[config.mk]
export PLATFORM = sky130hd
export DESIGN_NAME = srtx_top
export DESIGN_NICKNAME = d
export VERILOG_FILES = /design/src/srtx_top.v /design/src/srtx_tx.v
export VERILOG_INCLUDE_DIRS = /design/src
export SDC_FILE = /design/constraint.sdc
export NUM_CORES = 1
export LEC_CHECK = 0
export BUFFER_PORTS_ARGS = -buffer_cell sky130_fd_sc_hd__buf_4
export CAP_MARGIN = 25
export CORE_ASPECT_RATIO = 2
export CORE_MARGIN = 4
export CORE_UTILIZATION = 50
export CTS_CLUSTER_DIAMETER = 50
export DETAILED_ROUTE_END_ITERATION = 10
export GPL_TIMING_DRIVEN = 0
export PLACE_DENSITY = 0.69
export SLEW_MARGIN = 20
export SYNTH_ARGS = -nofsm -noshare
export SYNTH_HDL_FRONTEND = slang
export SYNTH_SLANG_ARGS = --single-unit
[constraint.sdc]
create_clock -name clk -period 4.95 [get_ports clk]
set_input_delay 0.7425 -clock clk [delete_from_list [all_inputs] [get_ports clk]]
set_output_delay 0.7425 -clock clk [all_outputs]
set_load 0.01 [all_outputs]
[src/srtx_defines.vh]
`ifndef SRTX_DEFINES_VH
`define SRTX_DEFINES_VH
// Serial frame layout: start, data bits, id bit, stop.
`define SRTX_DATA_BITS     8
`define SRTX_BIT_CYCLES    16'h0010
// Reset values of the control bits.
`define SRTX_GATE_RESET    1'b0
`define SRTX_RX_EN_RESET   1'b0
`define SRTX_TX_EN_RESET   1'b0
// Receiver and transmitter states.
`define SRTX_ST_IDLE       2'h0
`define SRTX_ST_START      2'h1
`define SRTX_ST_DATA       2'h2
`define SRTX_ST_STOP       2'h3
`endif

[src/srtx_top.v]
`timescale 1ns/1ps
`include "srtx_defines.vh"

// How it works
// - Gate bit 0: frames update flags and raise requests normally.
// - A received frame with id bit 1 clears the gate bit automatically.
// - Software writing gate bit 0 ends filtering at once.
// - Gate bit 1: no new full or error request until an id-bit-1 frame.
// - Gate bit 1: full, framing and overrun flags stay unset by id-bit-0 frames.
// - Receive enable 0 stops the receiver; 1 lets frames in.
module srtx_top
#(
   parameter DW      = `SRTX_DATA_BITS,
   parameter [15:0] BIT_CYC = `SRTX_BIT_CYCLES
)
(
   // Clock and reset.
   input  wire          clk,
   input  wire          rstn,
   // Control bits from software.
   input  wire          gate_wr,
   input  wire          gate_wdata,
   input  wire          rx_en,
   input  wire          tx_en,
   // Flag clears from software.
   input  wire          rx_full_clr,
   input  wire          err_clr,
   // Receive side.
   input  wire          rxd,
   output reg  [DW-1:0] rx_data,
   output reg           rx_id_bit,
   output wire          mp_gate_enable,
   output reg           rx_full_flag,
   output reg           framing_err_flag,
   output reg           overrun_flag,
   output wire          rx_full_irq,
   output wire          rx_error_irq,
   // Transmit side.
   input  wire          tx_valid,
   input  wire [DW-1:0] tx_data,
   input  wire          frame_id_bit,
   output wire          tx_ready,
   output wire          tx_end_irq,
   output wire          txd
);

   reg          gate_q;
   reg          rxd_s1_q;
   reg          rxd_q;
   reg  [1:0]   st_q;
   reg  [15:0]  cnt_q;
   reg  [3:0]   bit_q;
   reg  [DW:0]  sh_q;
   reg          done_q;
   reg          stop_ok_q;
   wire         pass;

   assign mp_gate_enable = gate_q;

   ////////////////////////////////////////////////////////////////////////////
   // Two-stage synchroniser for the receive pin.
   always @(posedge clk or negedge rstn)
   begin
      if (!rstn)
      begin
         rxd_s1_q <= 1'b1;
         rxd_q    <= 1'b1;
      end
      else
      begin
         rxd_s1_q <= rxd;
         rxd_q    <= rxd_s1_q;
      end
   end

   ////////////////////////////////////////////////////////////////////////////
   // Receiver: samples mid-bit, collects data, id bit and stop bit.
   always @(posedge clk or negedge rstn)
   begin
      if (!rstn)
      begin
         st_q      <= `SRTX_ST_IDLE;
         cnt_q     <= 16'h0000;
         bit_q     <= 4'h0;
         sh_q      <= {(DW+1){1'b0}};
         done_q    <= 1'b0;
         stop_ok_q <= 1'b0;
      end
      else
      begin
         done_q <= 1'b0;
         if (!rx_en)
         begin
            st_q <= `SRTX_ST_IDLE;
         end
         else
         begin
            case (st_q)
               `SRTX_ST_IDLE:
               begin
                  cnt_q <= 16'h0000;
                  if (!rxd_q)
                  begin
                     st_q <= `SRTX_ST_START;
                  end
               end
               `SRTX_ST_START:
               begin
                  if (cnt_q == (BIT_CYC >> 1) - 16'h0001)
                  begin
                     cnt_q <= 16'h0000;
                     bit_q <= 4'h0;
                     st_q  <= rxd_q ? `SRTX_ST_IDLE : `SRTX_ST_DATA;
                  end
                  else
                  begin
                     cnt_q <= cnt_q + 16'h0001;
                  end
               end
               `SRTX_ST_DATA:
               begin
                  if (cnt_q == BIT_CYC - 16'h0001)
                  begin
                     cnt_q <= 16'h0000;
                     sh_q  <= {rxd_q, sh_q[DW:1]};
                     bit_q <= bit_q + 4'h1;
                     if (bit_q == DW)
                     begin
                        st_q <= `SRTX_ST_STOP;
                     end
                  end
                  else
                  begin
                     cnt_q <= cnt_q + 16'h0001;
                  end
               end
               `SRTX_ST_STOP:
               begin
                  if (cnt_q == BIT_CYC - 16'h0001)
                  begin
                     stop_ok_q <= rxd_q;
                     done_q    <= 1'b1;
                     st_q      <= `SRTX_ST_IDLE;
                  end
                  else
                  begin
                     cnt_q <= cnt_q + 16'h0001;
                  end
               end
               default:
               begin
                  st_q <= `SRTX_ST_IDLE;
               end
            endcase
         end
      end
   end

   // A frame reaches the flags if the gate is off or it carries id bit 1.
   assign pass = done_q && (!gate_q || sh_q[DW]);

   ////////////////////////////////////////////////////////////////////////////
   // Gate bit: software sets or clears; an id-bit-1 frame clears it.
   always @(posedge clk or negedge rstn)
   begin
      if (!rstn)
      begin
         gate_q <= `SRTX_GATE_RESET;
      end
      else if (done_q && sh_q[DW])
      begin
         gate_q <= 1'b0;
      end
      else if (gate_wr)
      begin
         gate_q <= gate_wdata;
      end
   end

   ////////////////////////////////////////////////////////////////////////////
   // Status flags and received data; a set wins over a same-cycle clear.
   always @(posedge clk or negedge rstn)
   begin
      if (!rstn)
      begin
         rx_full_flag     <= 1'b0;
         framing_err_flag <= 1'b0;
         overrun_flag     <= 1'b0;
         rx_data          <= {DW{1'b0}};
         rx_id_bit        <= 1'b0;
      end
      else
      begin
         // Clears come first, so a frame event below overrides them in the same cycle.
         if (rx_full_clr)
         begin
            rx_full_flag <= 1'b0;
         end
         if (err_clr)
         begin
            framing_err_flag <= 1'b0;
            overrun_flag     <= 1'b0;
         end
         if (pass)
         begin
            if (rx_full_flag && !rx_full_clr)
            begin
               overrun_flag <= 1'b1; // Old data kept when unread.
            end
            else if (!stop_ok_q)
            begin
               framing_err_flag <= 1'b1; // Full flag is clear or being cleared here.
            end
            else
            begin
               rx_full_flag <= 1'b1;
               rx_data      <= sh_q[DW-1:0];
               rx_id_bit    <= sh_q[DW];
            end
         end
      end
   end

   // Requests follow the flags, which the gate already held off.
   assign rx_full_irq  = rx_full_flag;
   assign rx_error_irq = framing_err_flag | overrun_flag;

   ////////////////////////////////////////////////////////////////////////////
   // Transmitter.
   srtx_tx
   #(
      .DW      (DW),
      .BIT_CYC (BIT_CYC)
   )
   u_tx
   (
      .clk       (clk),
      .rstn      (rstn),
      .tx_en     (tx_en),
      .tx_valid  (tx_valid),
      .tx_data   (tx_data),
      .tx_id_bit (frame_id_bit),
      .tx_ready  (tx_ready),
      .tx_end    (tx_end_irq),
      .txd       (txd)
   );

endmodule

[src/srtx_tx.v]
`timescale 1ns/1ps
`include "srtx_defines.vh"

// Transmitter: sends start, data, frame id bit and stop, only while enabled.
module srtx_tx
#(
   parameter DW      = `SRTX_DATA_BITS,
   parameter [15:0] BIT_CYC = `SRTX_BIT_CYCLES
)
(
   // Clock and reset.
   input  wire          clk,
   input  wire          rstn,
   // Control.
   input  wire          tx_en,
   // Data in.
   input  wire          tx_valid,
   input  wire [DW-1:0] tx_data,
   input  wire          tx_id_bit,
   output wire          tx_ready,
   output reg           tx_end,
   // Line.
   output reg           txd
);

   reg  [1:0]    st_q;
   reg  [15:0]   cnt_q;
   reg  [DW+1:0] sh_q;
   reg  [3:0]    bit_q;

   // Handshake is open only while idle and enabled.
   assign tx_ready = tx_en && (st_q == `SRTX_ST_IDLE);

   ////////////////////////////////////////////////////////////////////////////
   // Frame shifter; a cleared enable parks the line idle at once.
   always @(posedge clk or negedge rstn)
   begin
      if (!rstn)
      begin
         st_q   <= `SRTX_ST_IDLE;
         cnt_q  <= 16'h0000;
         sh_q   <= {(DW+2){1'b1}};
         bit_q  <= 4'h0;
         txd    <= 1'b1;
         tx_end <= 1'b0;
      end
      else
      begin
         tx_end <= 1'b0;
         if (!tx_en)
         begin
            st_q <= `SRTX_ST_IDLE;
            txd  <= 1'b1;
         end
         else if (st_q == `SRTX_ST_IDLE)
         begin
            if (tx_valid)
            begin
               sh_q  <= {1'b1, tx_id_bit, tx_data};
               txd   <= 1'b0;
               cnt_q <= 16'h0000;
               bit_q <= 4'h0;
               st_q  <= `SRTX_ST_DATA;
            end
         end
         else if (cnt_q == BIT_CYC - 16'h0001)
         begin
            cnt_q <= 16'h0000;
            txd   <= sh_q[0];
            sh_q  <= {1'b1, sh_q[DW+1:1]};
            bit_q <= bit_q + 4'h1;
            if (bit_q == DW + 2)
            begin
               st_q   <= `SRTX_ST_IDLE;
               tx_end <= 1'b1;
               txd    <= 1'b1;
            end
         end
         else
         begin
            cnt_q <= cnt_q + 16'h0001;
         end
      end
   end

endmodule

# --- Word-level counts from Yosys, hierarchy flattened ---
# Cells that the tools add are included.
classes:
  bitwise: 2
  add_sub_neg: 4
  n_mux: 54
  n_reduce_logical: 22
  eq_ne: 20
op_table:
  columns: ["operator", "count"]
  rows:
  - ["$mux 16", 6]
  - ["$pmux 16 s4", 1]
  - ["$add 16x1->16 const B", 2]
  - ["$eq 16x4->1 const B", 2]
  - ["$mux 10", 3]
  - ["$mux 1", 25]
  - ["$mux 2", 12]
  - ["$mux 4", 5]
  - ["$ne 3x3->1 const B", 6]
  - ["$eq 16x3->1 const B", 1]
  - ["$reduce_and 3->1", 5]
  - ["$add 4x1->4 const B", 2]
  - ["$eq 4x4->1 const B", 2]
  - ["$ne 2x2->1 const B", 4]
  - ["$pmux 2 s4", 1]
  - ["$pmux 4 s2", 1]
  - ["$ne 3x1->1 const B", 2]
  - ["$reduce_and 2->1", 3]
  - ["$reduce_bool 2->1", 3]
  - ["$reduce_and 5->1", 1]
  - ["$eq 2x2->1 const B", 2]
  - ["$logic_and 1x1->1", 4]
  - ["$logic_not 2->1", 2]
  - ["$reduce_and 4->1", 1]
  - ["5 further kinds", 6]
word_totals:
  elab_cells: 122
  in_bits: 19
  ff_bits: 82

# --- Longest topological paths before layout ---
logic_depth:
  depth_word: 5
  depth_mapped: 8

# --- Hierarchy ---
# From an unflattened synthesis, not the netlist that was laid out.
hier_totals:
  cells_unflattened: 410
  hier_area_um2: 4332.9
modules_own_cells:
  columns: ["module", "seq_area_each_um2", "cells_per_inst", "area_per_inst_um2", "n_inst"]
  rows:
  - ["srtx_top", 1203.7, 228, 2461.1, 1]
  - ["srtx_tx", 813.3, 182, 1871.8, 1]

# --- Worst setup path before layout ---
# Ideal clock, no wire load.
synth_path:
  kind: "register -> register"
  start: "register u_tx.cnt_q[13]"
  end: "register u_tx.bit_q[3]"
  required_ns: 4.881
  path_slack_ns: 2.708
  arrival_ns: 2.173
  n_path_buf: 1
  path_stages_with_launch: 6
  setup_time_ns: 0.069
  path_cell_list: "dfrtp_1 > or4_4 > or4_4 > buf_6 > or4_1 > nand3_1"
synth_via:
  elab_chain_len: 3
synth_rtl:
  columns: ["item", "line", "rtl"]
  rows:
  - ["from (decl)", "srtx_tx.v:27", "reg [15:0] cnt_q;"]
  - ["from (signal assigned)", "srtx_tx.v:81", "cnt_q <= cnt_q + 16'h0001;"]
  - ["$eq 16x4->1", "srtx_tx.v:66", "else if (cnt_q == BIT_CYC - 16'h0001)"]
  - ["$reduce_bool 2->1 (no line)", null, null]
  - ["$reduce_and 3->1 (no line)", null, null]
  - ["to (signal assigned)", "srtx_tx.v:71", "bit_q <= bit_q + 4'h1;"]
  - ["to (decl)", "srtx_tx.v:29", "reg [3:0] bit_q;"]
# Every way passes these cells.
# A chain may end at the register's enable or synchronous reset.

# --- Final worst setup path ---
layout_path:
  start: "register u_tx.cnt_q[13]"
  end: "register u_tx.txd"
layout_via:
  elab_chain_len: 3
layout_rtl:
  columns: ["item", "line", "rtl"]
  rows:
  - ["$eq 16x4->1", "srtx_tx.v:66", null]
  - ["$ne 3x1->1 (no line)", null, null]
  - ["$reduce_and 2->1 (no line)", null, null]
  - ["to (signal assigned)", "srtx_tx.v:69", "txd <= sh_q[0];"]
  - ["to (decl)", "srtx_tx.v:23", "output reg txd"]
# Every way passes these cells.

==> reports/results.ini <==
[critical_path]
critPathMaxFanout = 6
crit_buf_inv = 0
crit_path_cell_trace = or4_4 > nor4_1 > mux2_2 > a22oi_1 > nand2_1
reg2regPathDepth = 5
slowest_delay_ps = 830
critPathTopFamily = simple AND/OR/NAND/NOR gates
worstSetupPathType = reg -> reg
crit_path_start_kind = register
cp.depth = 5
critPathRequiredTime_ps = 5200
critPathArrivalTime_ps = 2820
end_kind = register
slowest_stage = nor4_1

[power]
power_switching_w = 0.000373
comb_power_share_pct = 9.5
p_clk_share_pct = 41.2
p_per_area_nw_per_um2 = 310
p_int_w = 0.00109
leakage_nw = 2.20
ir_drop_uv = 216
p_sw_share_pct = 25.5
seqPwrFrac_pct = 49.3

[clocking]
cts_sinks = 80
clk_path_buf_depth = 2
insertion_delay_ps = 340
cts_setup_buffers = 0
cts.clk_slew.worst_paths_ps = 60
h-tree-depth = 3
cts_tree = done
ctsHoldBuffers = 0
cts_buffers = 9
cts_resized = 0
cts_root_buf = clkbuf_16

[floorplan]
fp.dieW_microns = 71.7
die_h_microns = 135
ios = 37
rows = 46
die_area_sq_um = 9690
core_area_sq_um = 7940
start_util_pct = 51.0

[logic_synthesis]
synth_edf_count = 0
synth_seq_cells = 80
syn_area_sq_um = 4050
synth_warnings = 0
synthFlopType = dfrtp_1
ys_types = 52
syn_inst = 401
ys_async_sr_fraction_pct = 100
syn-num-nets = 431
synth_seq_area_share_pct = 49.8
synth_area_per_cell_sq_um = 10.1

[final_layout]
mostFrequentLayoutCell = dfrtp_1
mostFrequentLayoutCells = dfrtp_1, nand2_1, buf_4
fin_util_pct = 59.4
final_layout_size_suffix_gt1_share_pct = 20.3
synthToLayoutAreaGrowth_pct = 16.5
final_nets = 478
diodes = 0

[drt]
final_antenna_net_count = 0
wire_per_inst_microns = 15.7
first_pass_iters = 5
vias = 3125
drc_errors = 0
via_per_inst = 5.69
finalWirelength_mm = 8.64
drt_iter0_markers = 169

[grt]
grt_pass1_vias = 3188
antenna_found_initial = 0
grt_max_degree = 81
grt_pass1_wl_mm = 14.6
grt_usage_pct = 19.3
grt_overflow = 0

[timing]
period_needed_ps = 2570
relSlewSlack_pct = 36.0
grt_setup_unrepaired = no
fin_crit_sh_pct = 51.9
hold_ws_ps = 357
final.setup.tns_ps = 0
slew_viol_final = 0
setup_violations = 0
hold_violations = 0
worst_pin_slew_ps = 951
fmaxAchievable_mhz = 389
fin_skew_ps = 4.57

[worst_hold_path]
hold_class = reg -> reg
min_delay_path_depth = 0

[placed_design]
place_congestion = 0.824
hpwl_mm = 6.24
buffer_ports.inserted = 36

[run]
drv_cap = 0

[outcome]
status = finished clean

-- worst paths after layout --
check                          startpoint       endpoint  slack (ps)
max in group asynchronous            rstn  u_tx.bit_q[2]        4020
min in group asynchronous            rstn  u_tx.bit_q[0]         420
hold / removal                   rxd_s1_q          rxd_q         360
hold reg to reg                  rxd_s1_q          rxd_q         360
setup / recovery           u_tx.cnt_q[13]       u_tx.txd        2380
setup reg to reg           u_tx.cnt_q[13]       u_tx.txd        2380
-- routing by layer --
| layer | routed length (microns) | track usage, % |
|---|---|---|
| met3 | 278 | 4.09 |
| met1 | 3180 | 19.1 |
| met5 | 0 | 0 |
| met4 | 220 | 8.37 |
| met2 | 4960 | 37.1 |
-- cell usage after synthesis (2+ instances only) --
master / number / area, sq um
a21boi_0: 2 / 15.0
a21boi_1: 2 / 15.0
a21o_1: 3 / 22.5
a21oi_1: 11 / 55.1
a22o_1: 3 / 26.3
a31oi_1: 3 / 18.8
a41o_1: 2 / 20.0
and2_1: 3 / 18.8
and3_1: 7 / 43.8
and4_1: 5 / 43.8
buf_2: 2 / 10.0
buf_4: 3 / 22.5
clkbuf_1: 9 / 33.8
dfrtp_1: 68 / 1700
dfstp_2: 12 / 315
ha_1: 11 / 138
inv_1: 15 / 56.3
mux2_2: 19 / 214
mux2i_1: 9 / 90.1
nand2_1: 45 / 169
nand2b_1: 2 / 12.5
nand3_1: 30 / 150
nand3b_1: 3 / 22.5
nand4_1: 9 / 56.3
nand4b_1: 2 / 17.5
nor2_1: 34 / 128
nor2b_1: 2 / 12.5
nor3_1: 4 / 20.0
nor3b_1: 5 / 37.5
nor4_1: 9 / 56.3
o21ai_0: 17 / 85.1
o221ai_1: 2 / 17.5
o22ai_1: 3 / 18.8
o31ai_1: 3 / 22.5
or4_1: 5 / 37.5
or4_4: 3 / 33.8
xnor2_1: 3 / 26.3
xor2_1: 17 / 149
-- area by class of cell --
cell class	count	area [sq um]
Buffer	15	77.6
Sequential cell	80	2020
Clock inverter	7	47.5
Inverter	15	56.3
Clock buffer	9	225
Tap cell	96	120
Timing Repair Buffer	36	274
Fill cell	690	3220
Multi-Input combinational cell	291	1900
-- flip-flops by register name (all words and copies together), names as in the netlist --
| signal | flops |
|---|---|
| stop_ok_q | 1 |
| sh_q | 9 |
| u_tx.tx_end | 1 |
| cnt_q | 16 |
| u_tx.cnt_q | 16 |
| u_tx.st_q | 1 |
| mp_gate_enable | 1 |
| st_q | 2 |
| done_q | 1 |
| rxd_s1_q | 1 |
| bit_q | 4 |
| framing_err_flag | 1 |
| rx_data | 8 |
| overrun_flag | 1 |
| u_tx.sh_q | 9 |
| rx_full_flag | 1 |
| rx_id_bit | 1 |
| u_tx.bit_q | 4 |
| rxd_q | 1 |
| u_tx.txd | 1 |
-- power groups by stage --
stage | Sequential, W | Combinational [W] | Clock [W]
global route | 0.000727 | 0.000161 | 0.000645
CTS | 0.000723 | 0.000141 | 0.000623
detailed placement | 0.000734 | 0.000140 | 0
global placement | 0.000732 | 0.000136 | 0
floorplan | 0.000728 | 0.0000881 | 0
finish | 0.000723 | 0.000139 | 0.000603
-- stage by stage --
stage               cell area (sq um)  total power [W]  setup WS, ps  instances
finish                           4720          0.00146          2380        549
global route                     4720          0.00153          2250        549
CTS                              4710          0.00149          2390        549
detailed placement               4440         0.000874          2410        533
global placement                 4440         0.000868          2410        533
floorplan                        4050         0.000816          2710        401
-- cells by family (layout without fill, tap and decap cells) --
family	after synthesis	in the layout	synth area share, %
buf+inv	30	82	3.30
simple gates	171	171	21.8
xor+xnor	20	20	4.32
flops	80	80	49.8
compound gates	61	61	9.85
fa+ha+maj	11	11	3.40
mux	28	28	7.50
No activity file was read; power rests on OpenSTA's default activity.
